**src/hdl/phy_glue_pkg.sv**
```systemverilog
package phy_glue_pkg;

   // clocking: 125 MHz system clock and the 25 MHz symbol rate of the core
   localparam int          MCLK_MHZ        = 125;
   localparam int          PHY_CLK_MHZ     = 25;
   localparam int          SYM_DIV_CYC     = MCLK_MHZ / PHY_CLK_MHZ;
   localparam logic [2:0]  SYM_DIV_LAST    = 3'(SYM_DIV_CYC - 1);

   // management register numbers
   localparam logic [4:0]  REG_BASIC_CTRL  = 5'h00;
   localparam logic [4:0]  REG_ID_HI       = 5'h02;
   localparam logic [4:0]  REG_ID_LO       = 5'h03;
   localparam logic [4:0]  REG_MODE_CHANGE = 5'h14;
   localparam logic [4:0]  REG_TX_WAVE_ADJ = 5'h17;

   // field positions and reset values
   localparam int          BC_SOFT_RESET   = 15;
   localparam logic [14:0] BC_RESET_VAL    = 15'h0000;
   localparam int          WAVE_FIXED_ONE  = 15;
   localparam int          WAVE_ZERO_MSB   = 14;
   localparam int          WAVE_ZERO_LSB   = 9;
   localparam logic [8:0]  WAVE_RESET_VAL  = 9'h000;
   localparam logic [15:0] MODE_UNLOCK_KEY = 16'h0001;
   localparam logic [5:0]  SEED_FILL       = 6'h3f;

   // serial management frame
   localparam logic [5:0]  PREAMBLE_ONES   = 6'h20;
   localparam logic [1:0]  OP_READ         = 2'h2;
   localparam logic [1:0]  OP_WRITE        = 2'h1;
   localparam logic [3:0]  HDR_LAST        = 4'hb;
   localparam logic [3:0]  DATA_LAST       = 4'hf;

   typedef enum logic [2:0] {FR_IDLE, FR_START, FR_HDR, FR_TA, FR_DATA} frame_state_e;

endpackage

```
**src/hdl/smi_if.sv**
```systemverilog
`timescale 1ns/1ps
`default_nettype none
interface smi_if;
   logic [4:0]  reg_addr;   // register number of the current frame
   logic        wr_stb;     // one-cycle write pulse
   logic [15:0] wr_data;    // write data, valid with wr_stb
   logic [15:0] rd_data;    // read data for reg_addr
   logic [4:0]  phy_addr;   // latched own address

   modport engine (output reg_addr, output wr_stb, output wr_data, input rd_data, input phy_addr);
   modport regs   (input reg_addr, input wr_stb, input wr_data, output rd_data, output phy_addr);
endinterface
`default_nettype wire
```
**src/hdl/phy_glue_core.sv**
```systemverilog
`timescale 1ns/1ps
`default_nettype none
// Behaviour
// - latch address on module or power-on reset
// - latched address seeds the transmit scrambler
// - mode field selects digital block configuration
// - register 0 bit 15 gives software reset
// - register 23 guarded against plain writes, unlocked by the key written to register 20
// - core runs at 25 MHz symbol rate
module phy_glue_core
   import phy_glue_pkg::*;
#(
   parameter logic [15:0] ID_HI_VAL    = 16'h0a5a,  // arbitrary identity value
   parameter logic [15:0] ID_LO_VAL    = 16'h5a0a,  // arbitrary identity value
   parameter int          PREAMBLE_MIN = 32
) (
   input  wire logic       mclk_in,                  // 125 MHz clock
   input  wire logic       reset_in,                 // power-on reset, async
   input  wire logic [4:0] phy_address_setting_in,   // address from control side
   input  wire logic [2:0] block_op_mode_field_in,   // mode from control side
   input  wire logic       module_reset_in,          // module reset bit level
   input  wire logic       mgmt_serial_clock_in,     // management clock
   input  wire logic       mgmt_serial_in,           // management data in
   output logic            mgmt_serial_out,          // management data out
   output logic            mgmt_line_direction_out,  // data line output enable
   output logic [4:0]      phy_address_out,          // latched address
   output logic            core_reset_out,           // core held in reset
   output logic            speed_100_out,            // 100 Mb/s selected
   output logic            full_duplex_out,          // full duplex selected
   output logic            autoneg_out,              // auto-negotiation enabled
   output logic            power_down_out,           // digital block powered down
   output logic [10:0]     scrambler_state_out,      // scrambler shift register
   output logic [8:0]      tx_wave_trim_out          // waveform trim field
);
   import phy_glue_pkg::*;

   if (MCLK_MHZ % PHY_CLK_MHZ != 0 || SYM_DIV_CYC < 2 || SYM_DIV_CYC > 8) begin : g_chk
      $error("phy_glue_core: clock ratio not supported");
   end

   typedef struct packed {
      logic [4:0]  phy_addr;
      logic        addr_valid;
      logic [3:0]  cfg;
      logic [14:0] bctrl;
      logic        soft_rst;
      logic        unlocked;
      logic [8:0]  wave;
      logic [10:0] lfsr;
      logic [2:0]  div;
      logic        core_rst;
   } core_s;

   // cfg = {power_down, autoneg, full_duplex, speed_100}
   function automatic logic [3:0] mode_cfg(input logic [2:0] m);
      case (m)
         3'h0:    mode_cfg = 4'h0;
         3'h1:    mode_cfg = 4'h2;
         3'h2:    mode_cfg = 4'h1;
         3'h3:    mode_cfg = 4'h3;
         3'h4:    mode_cfg = 4'h5;
         3'h5:    mode_cfg = 4'h7;
         3'h6:    mode_cfg = 4'h8;
         default: mode_cfg = 4'h7;
      endcase
   endfunction

   core_s st_ff;
   core_s nxt_st;
   smi_if bus ();
   logic  hold;
   logic  tick;
   logic  wr0;
   logic  wr20;
   logic  wr23;

   smi_frame #(
      .PREAMBLE_MIN (PREAMBLE_MIN)
   ) u_frame (
      .mclk_in                 (mclk_in),
      .reset_in                (reset_in),
      .mgmt_serial_clock_in    (mgmt_serial_clock_in),
      .mgmt_serial_in          (mgmt_serial_in),
      .mgmt_serial_out         (mgmt_serial_out),
      .mgmt_line_direction_out (mgmt_line_direction_out),
      .bus                     (bus.engine)
   );

   // module reset and the self-clearing soft reset both hold the core
   assign hold = module_reset_in | st_ff.soft_rst;
   assign tick = (st_ff.div == SYM_DIV_LAST);
   assign wr0  = bus.wr_stb && bus.reg_addr == REG_BASIC_CTRL;
   assign wr20 = bus.wr_stb && bus.reg_addr == REG_MODE_CHANGE;
   assign wr23 = bus.wr_stb && bus.reg_addr == REG_TX_WAVE_ADJ;

   always_comb begin
      nxt_st          = st_ff;
      nxt_st.soft_rst = 1'b0;
      nxt_st.core_rst = hold;
      nxt_st.div      = tick ? 3'h0 : st_ff.div + 3'h1;
      if (tick) begin
         nxt_st.lfsr = {st_ff.lfsr[9:0], st_ff.lfsr[10] ^ st_ff.lfsr[8]};
      end
      if (hold || !st_ff.addr_valid) begin
         // capture runs through the whole reset, so the value at release sticks
         nxt_st.phy_addr   = phy_address_setting_in;
         nxt_st.addr_valid = 1'b1;
         nxt_st.cfg        = mode_cfg(block_op_mode_field_in);
         nxt_st.lfsr       = {SEED_FILL, phy_address_setting_in};
         nxt_st.bctrl      = BC_RESET_VAL;
         nxt_st.unlocked   = 1'b0;
         nxt_st.wave       = WAVE_RESET_VAL;
      end else if (bus.wr_stb) begin
         // any write other than the key relocks the guarded register 23
         nxt_st.unlocked = wr20 && bus.wr_data == MODE_UNLOCK_KEY;
         if (wr0) begin
            nxt_st.bctrl    = bus.wr_data[14:0];
            nxt_st.soft_rst = bus.wr_data[BC_SOFT_RESET];
         end
         if (wr23 && st_ff.unlocked) begin
            nxt_st.wave = bus.wr_data[8:0];
         end
      end
   end

   always_ff @(posedge mclk_in or posedge reset_in) begin
      if (reset_in) begin
         st_ff <= '0;
      end else begin
         st_ff <= nxt_st;
      end
   end

   // soft reset bit always reads back as zero: it clears itself
   always_comb begin
      case (bus.reg_addr)
         REG_BASIC_CTRL:  bus.rd_data = {1'b0, st_ff.bctrl};
         REG_ID_HI:       bus.rd_data = ID_HI_VAL;
         REG_ID_LO:       bus.rd_data = ID_LO_VAL;
         REG_MODE_CHANGE: bus.rd_data = {15'h0000, st_ff.unlocked};
         REG_TX_WAVE_ADJ: bus.rd_data = {1'b1, 6'h00, st_ff.wave};
         default:         bus.rd_data = 16'h0000;
      endcase
   end

   assign bus.phy_addr        = st_ff.phy_addr;
   assign phy_address_out     = st_ff.phy_addr;
   assign core_reset_out      = st_ff.core_rst;
   assign speed_100_out       = st_ff.cfg[0];
   assign full_duplex_out     = st_ff.cfg[1];
   assign autoneg_out         = st_ff.cfg[2];
   assign power_down_out      = st_ff.cfg[3];
   assign scrambler_state_out = st_ff.lfsr;
   assign tx_wave_trim_out    = st_ff.wave;
endmodule
`default_nettype wire

```
**src/hdl/smi_frame.sv**
```systemverilog
`timescale 1ns/1ps
`default_nettype none
module smi_frame
   import phy_glue_pkg::*;
#(
   parameter int PREAMBLE_MIN = 32
) (
   input  wire logic mclk_in,                  // system clock
   input  wire logic reset_in,                 // async reset, active high
   input  wire logic mgmt_serial_clock_in,     // management clock, sampled
   input  wire logic mgmt_serial_in,           // management data in
   output logic      mgmt_serial_out,          // management data out
   output logic      mgmt_line_direction_out,  // high while driving data
   smi_if.engine     bus                       // register side
);
   import phy_glue_pkg::*;

   if (PREAMBLE_MIN < 1 || PREAMBLE_MIN > 63) begin : g_chk
      $error("smi_frame: PREAMBLE_MIN out of range");
   end

   typedef struct packed {
      logic         mdc_q;
      frame_state_e st;
      logic [5:0]   ones;
      logic [3:0]   cnt;
      logic [11:0]  hdr;
      logic [15:0]  data;
      logic         rd;
      logic         hit;
      logic         dout;
      logic         dir;
      logic         wr;
   } frame_s;

   frame_s st_ff;
   frame_s nxt_st;
   logic   rise;

   assign rise = mgmt_serial_clock_in & ~st_ff.mdc_q;

   always_comb begin
      nxt_st       = st_ff;
      nxt_st.mdc_q = mgmt_serial_clock_in;
      nxt_st.wr    = 1'b0;
      if (rise) begin
         case (st_ff.st)
            FR_IDLE: begin
               if (mgmt_serial_in) begin
                  if (st_ff.ones != 6'h3f) nxt_st.ones = st_ff.ones + 6'h01;
               end else begin
                  if (st_ff.ones >= 6'(PREAMBLE_MIN)) nxt_st.st = FR_START;
                  nxt_st.ones = 6'h00;
               end
            end
            FR_START: begin
               nxt_st.st  = mgmt_serial_in ? FR_HDR : FR_IDLE;
               nxt_st.cnt = 4'h0;
            end
            FR_HDR: begin
               nxt_st.hdr = {st_ff.hdr[10:0], mgmt_serial_in};
               nxt_st.cnt = st_ff.cnt + 4'h1;
               // twelve header bits: op, phy address, register number
               if (st_ff.cnt == HDR_LAST) begin
                  // only frames to our own latched address are answered
                  nxt_st.hit = (nxt_st.hdr[9:5] == bus.phy_addr);
                  nxt_st.rd  = (nxt_st.hdr[11:10] == OP_READ);
                  nxt_st.cnt = 4'h0;
                  nxt_st.st  = (nxt_st.hdr[11:10] == OP_READ || nxt_st.hdr[11:10] == OP_WRITE) ? FR_TA : FR_IDLE;
               end
            end
            FR_TA: begin
               nxt_st.cnt = st_ff.cnt + 4'h1;
               if (st_ff.cnt == 4'h0 && st_ff.rd && st_ff.hit) begin
                  nxt_st.dir  = 1'b1;
                  nxt_st.dout = 1'b0;
               end
               if (st_ff.cnt == 4'h1) begin
                  nxt_st.cnt  = 4'h0;
                  nxt_st.st   = FR_DATA;
                  nxt_st.data = bus.rd_data;
                  nxt_st.dout = bus.rd_data[15];
               end
            end
            FR_DATA: begin
               nxt_st.cnt = st_ff.cnt + 4'h1;
               if (st_ff.rd) begin
                  nxt_st.data = {st_ff.data[14:0], 1'b0};
                  nxt_st.dout = st_ff.data[14];
               end else begin
                  nxt_st.data = {st_ff.data[14:0], mgmt_serial_in};
               end
               if (st_ff.cnt == DATA_LAST) begin
                  nxt_st.wr   = ~st_ff.rd & st_ff.hit;
                  nxt_st.dir  = 1'b0;
                  nxt_st.dout = 1'b0;
                  nxt_st.ones = 6'h00;
                  nxt_st.st   = FR_IDLE;
               end
            end
            default: nxt_st.st = FR_IDLE;
         endcase
      end
   end

   always_ff @(posedge mclk_in or posedge reset_in) begin
      if (reset_in) begin
         st_ff <= '0;
      end else begin
         st_ff <= nxt_st;
      end
   end

   assign bus.reg_addr            = st_ff.hdr[4:0];
   assign bus.wr_stb              = st_ff.wr;
   assign bus.wr_data             = st_ff.data;
   assign mgmt_serial_out         = st_ff.dout;
   assign mgmt_line_direction_out = st_ff.dir;
endmodule
`default_nettype wire

```
**config.mk**
```make
export PLATFORM = sky130hd
export DESIGN_NAME = phy_glue_core
export DESIGN_NICKNAME = d
export VERILOG_FILES = /design/src/hdl/phy_glue_pkg.sv /design/src/hdl/smi_if.sv /design/src/hdl/phy_glue_core.sv /design/src/hdl/smi_frame.sv
export SDC_FILE = /design/constraint.sdc
export NUM_CORES = 1
export LEC_CHECK = 0
export ABC_AREA = 1
export BUFFER_PORTS_ARGS = -buffer_cell sky130_fd_sc_hd__clkbuf_2
export CORE_ASPECT_RATIO = 0.6
export CORE_MARGIN = 3
export CORE_UTILIZATION = 56
export CTS_BUF_LIST = sky130_fd_sc_hd__clkbuf_8
export DETAILED_ROUTE_END_ITERATION = 6
export HOLD_SLACK_MARGIN = 0.08
export PLACE_DENSITY_LB_ADDON = 0.2
export SLEW_MARGIN = 20
export SYNTH_ARGS = -nofsm -noshare
export SYNTH_HDL_FRONTEND = slang
export SYNTH_SLANG_ARGS = --single-unit
```
**constraint.sdc**
```tcl
create_clock -name mclk_in -period 2.35 [get_ports mclk_in]
set_input_delay 0 -clock mclk_in [delete_from_list [all_inputs] [get_ports mclk_in]]
set_output_delay 0 -clock mclk_in [all_outputs]
set_load 0.005 [all_outputs]
```
* Yosys cells after proc, flatten, opt, wreduce, memory -nomap -nowiden
Cells that the tools add are included.
** Word-level totals
- Bits in registers :: 97
- Output and inout bits :: 32
- Input bits :: 13
- Logic and storage cells :: 128
** Cells by class
- Bitwise logic cells :: 6
- Reduce and logical (&&, ||, !) cells :: 31
- Order comparisons :: 1
- Muxes and demuxes :: 35
- Eq/ne operators :: 31
- $add $sub $neg :: 3
** Operator list (count)
- $pmux W16 S5 :: 1
- $mux W16 :: 2
- $pmux W16 S2 :: 1
- $mux W26 :: 1
- $pmux W4 S6 :: 1
- $mux W11 :: 2
- $mux W3 :: 6
- $mux W9 :: 2
- $eq A16 B1 Y1 const B :: 1
- $pmux W4 S4 :: 1
- $mux W15 :: 1
- $pmux W3 S5 :: 1
- $eq A3 B2 Y1 const B :: 4
- $eq A3 B3 Y1 const B :: 4
- $mux W6 :: 2
- $pmux W6 S2 :: 1
- $reduce_and A4 Y1 :: 3
- $reduce_bool A2 Y1 :: 6
- $eq A5 B2 Y1 const B :: 2
- $eq A5 B5 Y1 const B :: 2
- $mux W10 :: 1
- $ne A2 B1 Y1 const B :: 5
- $eq A4 B4 Y1 const B :: 2
- $mux W4 :: 2
- other kinds (30) :: 53

* Depth between registers and ports, before layout
Gate-level depths: netlist of run 1.
- Depth in word-level cells :: 6
- Mapped depth :: 9
- Mapped depth without buffers :: 9

* By module
A second synthesis of run 1 with hierarchy kept.
** Unflattened totals
- Cell total of the unflattened synthesis :: 709
- Area total of the unflattened synthesis :: 5403.9 sq um
** Modules (own cells, without submodules)
- smi_frame :: sequential area each 1151.1 sq um, instances 1, cells each 355, area each 2728.9 sq um
- phy_glue_core :: sequential area each 1276.2 sq um, instances 1, cells each 354, area each 2675.1 sq um

* Worst setup path after synthesis of run 1
Ideal clock, no wire load.
- Kind :: register to register
- From :: register u_frame.st_ff[37] in the netlist's numbering
- To :: register u_frame.st_ff[39] in the netlist's numbering
- Data arrival time :: 1.295 ns
- Cell stages (with the launch flop) :: 7
- Data required time :: 2.227 ns
- Period minus slack after synthesis :: 1.418 ns
- Buffers on the path :: 0
- Setup slack :: 0.932 ns
- Library setup time :: 0.123 ns
- Cell sequence :: dfrtp_1 ha_1 nand3_1 nor3_2 nor2_4 nand2_1 nand2_1
** Between the ends
- Word-level cells in the longest chain between the ends :: 4
- Elaborated cells between the ends (all ways) :: 7
- Those cells by class :: add/sub: 1; eq/ne: 2; mux: 3; reduce/logical: 1
** RTL lines
- from (decl) :: RTL line smi_frame.sv:36 : frame_s st_ff;
- from (signal assigned) :: RTL line smi_frame.sv:110 : st_ff <= nxt_st;
- $add A6 B1 Y6 :: RTL line smi_frame.sv:50 : if (st_ff.ones != 6'h3f) nxt_st.ones = st_ff.ones + 6'h01;
- $mux W6 :: RTL line smi_frame.sv:50
- $mux W6 :: RTL line smi_frame.sv:49 : if (mgmt_serial_in) begin
- $pmux W6 S2 :: RTL line smi_frame.sv:47 : case (st_ff.st)
Parallel ways exist; a longest one is shown, timed or not. The select of a mux whose other input is x is not followed.
A chain may end at the register's enable or synchronous reset.

* Worst setup path in the final report of run 1
- From :: register u_frame.st_ff (netlist bit u_frame.bus.reg_addr[2])
- To :: register st_ff[37] in the netlist's numbering
** Between the ends
- Word-level cells in the longest chain between the ends :: 4
** RTL lines
- $logic_not A5 Y1 :: RTL line phy_glue_core.sv:92 : assign wr0 = bus.wr_stb && bus.reg_addr == REG_BASIC_CTRL;
- $logic_and A1 B1 Y1 :: RTL line phy_glue_core.sv:92
- $reduce_bool A2 Y1 (no line)
- $reduce_and A2 Y1 (no line)
- to (signal assigned) :: RTL line phy_glue_core.sv:130 : st_ff <= nxt_st;
- to (decl) :: RTL line phy_glue_core.sv:68 : core_s st_ff;
Every way passes these cells.

==> results of run 1 <==
==> placed cells by master (no fill, tap or decap), drive strengths merged <==
cell         Yosys  final
xnor2            5      5
ha               8      8
xor2             2      2
dlygate4sd3      0     13
nor2            45     45
nor4             1      1
nand3b           1      1
nand3           72     72
clkbuf           2     53
buf             38      9
clkinv           0      1
nand4           15     15
conb             1      1
dfrtp           97     97
nor3             6      6
clkinvlp         0      2
bufinv           0      3
o21ai           49     49
o22ai           15     15
o21a             1      1
a21boi           2      2
nand2          173    173
a21oi            9      9
inv             79     80
or2              2      2
o211ai           1      1
==> sequential cells by signal, summed over array words and instances (netlist names) <==
register and flops:
power_down_out 1, scrambler_state_out 11, phy_address_out 5, tx_wave_trim_out 9, u_frame.mgmt_line_direction_out 1, u_frame.bus.wr_stb 1
u_frame.mgmt_serial_out 1, u_frame.bus.wr_data 16, core_reset_out 1, st_ff 21, speed_100_out 1, u_frame.st_ff 22
u_frame.bus.reg_addr 5, full_duplex_out 1, autoneg_out 1
==> layer usage <==
| layer | global-route usage | wire length (um) | vias to the layer above |
|---|---|---|---|
| li1 | - | - | 2059 |
| met1 | 0.362 | 5770 | 2023 |
| met2 | 0.366 | 5090 | 135 |
| met3 | 0.0675 | 753 | 13 |
| met4 | 0.0514 | 111 | 0 |
| met5 | 0 | 0 | - |
==> power breakdown <==
group          switching (uW)  internal, uW  total, uW
clock                     617           709       1330
sequential               41.7          1710       1750
combinational             145          90.0        235
==> final cells by class <==
| class | instances | area share |
|---|---|---|
| flip-flops and latches | 97 | 0.430 |
| multi-input cells | 408 | 0.370 |
| repair buffers | 66 | 0.0785 |
| inverters | 79 | 0.0532 |
| well taps | 112 | 0.0248 |
| clock buffers | 9 | 0.0220 |
| clock inverters | 7 | 0.0211 |
==> worst max-delay path, stage by stage, from the launching register on <==
cell and delay, ps:
dfrtp_1 470, nor2_4 290, nand3_2 220, o21ai_4 510, o22ai_1 140
==> cells by family after synthesis <==
logic type | Yosys count
and+or+nand+nor | 315
buffers and inverters | 119
DFF | 97
AOI/OAI and AO/OA | 77
adders and majority gates | 8
xor gates and xnor gates | 7
other | 1
==> path summary, 6_finish.rpt <==
path                                               from           endpoint  slack [ps]  depth (start not counted)
min in group mclk_in               mgmt_serial_clock_in  u_frame.st_ff[46]         300                          2
worst min register to register                st_ff[25]     core_reset_out         460                          2
worst max-delay path            u_frame.bus.reg_addr[2]          st_ff[37]         580                          4
worst min-delay path                           reset_in  u_frame.st_ff[38]         260                          3
worst max register to register  u_frame.bus.reg_addr[2]          st_ff[37]         580                          4
max in group asynchronous                      reset_in          st_ff[30]        1480                          4
==> per-stage QoR <==
stage | hold WS (ps) | area [sq um] | setup WS, ps | power, uW | utilization
after floorplan | 31.4 | 5090 | 932 | 1930 | -
after global placement | 122 | 5270 | 678 | 1990 | 0.607
after detailed placement | 120 | 5270 | 600 | 2000 | 0.607
after CTS | 264 | 5640 | 579 | 3320 | 0.650
after global routing | 305 | 5640 | 391 | 3430 | 0.650
final | 262 | 5640 | 577 | 3310 | 0.650
==> run metrics, run 1 <==
hpwl dp=about 8.2 mm; Netlist cell types=36; Yosys reg bits=97; Post-Synth XOR/XNOR Area=0.0120; first-pass GRT wire length=approximately 20 mm; HP Class=in -> async; syn nets=approximately 650; # IOs=45; drc violations=0; Req. time, crit path=approximately 2600 ps; Detail Route Antenna Nets=0; FF/Latch Area=2430 sq um; worst slew pin tran=677 ps; asr flop ratio synth=1.00; DIE AREA=about 10000 sq um; fin cells=778; Tmin final=about 1800 ps; top-count cell post-synth=nand2_1; die height=79.9 um; GR Util All Layers=0.246; Gate Count Post-Synth=between 600 and 700; post-synth top area cell=dfrtp_1; H-tree Lvls=3; Mapped Area=between 5000 and 6000 sq um; Root Driver=clkbuf_8; Max Slew Vio Count=0; critical path class=reg -> reg; initial antenna violation count=0; Final #Nets=682; total CTS buffers=9; main combinational cell family by area after synthesis=simple AND/OR/NAND/NOR gates; TritonCTS clock tree=built; Post-CTS Setup Inserts=0; post-CTS resize count=0; RSZ-0062 raised after global routing=no; Final Skew=roughly 11 ps; post-synthesis sequential area ratio=0.477; DP Cell Count=749; row count=26; final worst-path cycle share=0.755; Core Region=between 8000 and 9000 sq um; average wire per standard cell=approximately 15 um; Area growth syn-to-layout=10.8%; mux contribution to synthesized area=0; CTS clk-pin slew, worst paths=roughly 100 ps; Synth Area in Simple Gates=0.283; maximum VDD drop=0.493 mV; fill count=746; Pleak=0.00283 uW; post-synthesis adder-cell area fraction=0.0197; Synth Flop Type=dfrtp_1; via count=around 4200; Mean Syn Cell Area=between 8 and 9 sq um; DR iter-0 viols=370; layout cells sized above 1=0.156; grt total ovfl=0; Commonest cells post-synth=170 x nand2_1, 97 x dfrtp_1, 75 x inv_1, 68 x nand3_1; final setup violation count=0; GPL Wtd Cong=approximately 0.87; FMAX=approximately 560 MHz; vias in the first global route=4023; Clock Tree Buf Depth=2; Ant. Diodes=0; number of synthesized flops with an enable pin=0; critical path arrival=2010 ps; Pre-antenna DRT Iters=6; Critical Path End Type=register; YS warnings=0; final WL=~12 mm; status=finished clean; CTS Hold Bufs=13; CP Launch Type=register; die width=around 130 um; Hold Vio Cnt, Final=0; largest cells by area after synthesis=dfrtp_1 48%, nand2_1 13%, nand3_1 6.7%; clk_lat worst skew=around 380 ps; post-synth top area share=0.477; Slew HR=0.548; Multi-input gate area=2090 sq um; drt via density=around 5.4; Sink Count=between 90 and 100; number of max-cap violations=0; Starting Density=0.586; complex-gate fraction of the synthesized area=0.0954; critical path fanouts, max=15; port bufs=44; largest net degree at the start of global routing=40; setup_tns=0 ps; power density over the cells=roughly 600 nW/um^2
No activity file was read; power rests on OpenSTA's default activity.
==> inputs of run 2 (changes only) <==
- ABC_AREA: 1 -> 0
- clock period: 2.35 -> 1.57 ns (I/O delays scaled with it)
==> run 2 against run 1 <==
The flow now finishes with violations (negative setup slack). Die area down 0.35%. Cell count down 5.3%. Worst hold slack worse by 130 ps. Critical path type unchanged. Critical endpoint is now u_frame.st_ff[43].
==> run metrics, run 2 <==
Cell Int Power=3460 uW (+38%); post-synthesis sequential area ratio=0.479 (+0.00176); reg2reg start=u_frame.st_ff[34]; Reg2Reg Capture Point=u_frame.st_ff[43]; max reg flops=22 (unchanged); Max Slew Vio Count=0 (unchanged); CP Launch Type=register; clock group share of total power=0.370 (-0.031); Switching Share=0.259 (+0.0157); grt total ovfl=0 (unchanged); maximum VDD drop=0.707 mV (+43%); asr flop ratio synth=1.00 (unchanged); final setup violation count=42 (+42); switching power of the nets=1210 uW (+50%); Mapped Area=5070 sq um (-0.37%); initial antenna violation count=0 (unchanged); Placement Cell Area=5760 sq um (+9.3%); power density over the cells=697 nW/um^2 (+19%); Starting Density=0.586 (about the same); # IOs=45 (unchanged); Synth Flop Type=dfrtp_1; Pre-antenna DRT Iters=5 (-1); Hold Vio Cnt, Final=0 (unchanged); Core Region=8650 sq um (-0.37%); status=complete, but fails checks; syn nets=527 (-18%); hpwl dp=9.06 mm (+11%); vias in the first global route=4223 (+5.0%); Critical Path End Type=register; FF/Latch Area=2430 sq um (+0.21%); number of max-cap violations=0 (unchanged); reg-to-reg slack, setup=-230 ps (-810 ps); Req. time, crit path=1830 ps (-760 ps); clk_lat worst skew=370 ps (about the same); Commonest cells post-synth=97 x dfrtp_1, 51 x nand2_1, 43 x nor2_1, 29 x mux2i_1, 28 x o21ai_0; port bufs=44 (unchanged); most frequent cells in the layout=93 x dfrtp_1, 70 x buf_4, 50 x nand2_1; HP Class=in -> async; critical path arrival=2070 ps (+60 ps); FMAX=554 MHz (-1.7%); die height=79.7 um (-0.17%); combinational share of power=0.074 (+0.003); top-count cell post-synth=dfrtp_1; worst r2r path cells=7 (+3); Multi-input gate area=2550 sq um (+22%); Ant. Diodes=0 (unchanged); first-pass GRT wire length=22.1 mm (+10%); Final #Nets=641 (-6.0%); total CTS buffers=9 (unchanged); Final Skew=16.9 ps (+6.09 ps); Setup WS post-layout=-234 ps (-811 ps); Yosys reg bits=97 (unchanged); final worst-path cycle share=1.15 (+0.394); Mean Syn Cell Area=10.0 sq um (+23%); failing checks=negative setup slack; post-synth top area cell=dfrtp_1; TritonCTS clock tree=built; via count=4404 (+4.1%); Reg power frac=0.556 (+0.028); RSZ-0062 raised after global routing=yes; row count=26 (unchanged); most common cell after layout, fill and taps aside=dfrtp_1; number of synthesized flops with an enable pin=0 (unchanged); fill count=547 (-27%); Gate Count Post-Synth=506 (-19%); GPL Wtd Cong=0.892 (+2.0%); drc violations=0 (unchanged); Detail Route Antenna Nets=0 (unchanged); final WL=14.4 mm (+23%); post-synth top area share=0.479 (+0.00176); Root Driver=clkbuf_8; Tmin final=1800 ps (+30.5 ps); layout cells sized above 1=0.376 (+0.220); critical path fanouts, max=3 (-12); die width=129 um (-0.18%); Pleak=0.00318 uW (+12%); Netlist cell types=67 (+86%); largest net degree at the start of global routing=50 (+25%); largest cells by area after synthesis=dfrtp_1 48%, mux2i_1 5.7%, buf_4 3.8%; Biggest register=u_frame.st_ff; Area growth syn-to-layout=32.0%; H-tree Lvls=3 (unchanged); critical path class=reg -> reg; Clock Tree Buf Depth=2 (unchanged); drt via density=5.98 (+9.9%); DIE AREA=10300 sq um (-0.35%); YS warnings=0 (unchanged); average wire per standard cell=19.6 um (+30%); CTS clk-pin slew, worst paths=100 ps (about the same); Min Hold Slack=135 ps (-127 ps); Sink Count=97 (unchanged); GR Util All Layers=0.276 (+0.0295); DR iter-0 viols=540 (+46%); Final Cell Area=6700 sq um (+19%)
-- run 2: cell type report --
cell class,count,area share
clock buffers,9,0.0185
clock inverters,7,0.0129
inverters,23,0.0138
multi-input cells,336,0.381
flip-flops and latches,97,0.363
well taps,112,0.0209
repair buffers,153,0.190
-- run 2: repair_timing --
action                     CTS  global route
hold buffers                13             0
setup endpoints to repair   41            57
gates cloned                 2             1
pin swaps                    8            14
resized for setup           45            51
buffers inserted            16            12
hold endpoints to repair   121             0
-- run 2: worst max path at each step --
| stage | start | endpoint | slack [ps] | depth (start not counted) |
|---|---|---|---|---|
| floorplan | u_frame.st_ff[34] | u_frame.bus.wr_data[12] | -140 | 5 |
| global placement | u_frame.st_ff[34] | u_frame.bus.wr_data[9] | -210 | 5 |
| detailed placement | u_frame.st_ff[34] | u_frame.bus.wr_data[15] | -250 | 5 |
| CTS | u_frame.st_ff[34] | u_frame.bus.wr_data[9] | -160 | 6 |
| global route | u_frame.st_ff[34] | u_frame.st_ff[43] | -250 | 7 |
| finish | u_frame.st_ff[34] | u_frame.st_ff[43] | -230 | 7 |
-- run 2: power groups by stage --
stage	registers (uW)	clock network (uW)	logic [uW]
global placement	2630	0	285
CTS	2590	1750	334
finish	2590	1730	347
floorplan	2630	0	195
global route	2600	1850	384
detailed placement	2640	0	299
-- run 2: cells by family (layout without fill, tap and decap cells) --
group | count (synthesis) | after routing | share of synthesized area
compound gates | 98 | 98 | 0.136
other cells | 1 | 1 | 0.000739
mux | 50 | 50 | 0.105
fa+ha+maj | 8 | 8 | 0.0197
xor+xnor | 7 | 7 | 0.0121
buf+inv | 74 | 192 | 0.0792
flops | 97 | 97 | 0.479
simple gates | 171 | 172 | 0.169
-- run 2: metrics by stage --
stage	TNS [ps]	setup slack, ps	std cells	power (uW)	util
floorplan	-1580	-135	506	2820	-
global placement	-3470	-208	683	2920	0.666
detailed placement	-4650	-253	683	2940	0.666
CTS	-3130	-163	730	4680	0.745
global route	-6110	-246	737	4830	0.774
finish	-5020	-234	737	4660	0.774
-- run 2: routing by layer --
layer	up-vias	track usage	routed length, um
met5	-	0	0
met2	220	0.404	6380
met4	0	0.0629	201
li1	1979	-	-
met3	29	0.0602	1240
met1	2176	0.419	6610
-- run 2: critical path: stages, from the launching register on --
cell      delay (ps)
dfrtp_1          440
inv_2             90
ha_4             130
buf_4            110
nand3b_1         150
a21oi_4          290
o221ai_4         160
mux2_4           330
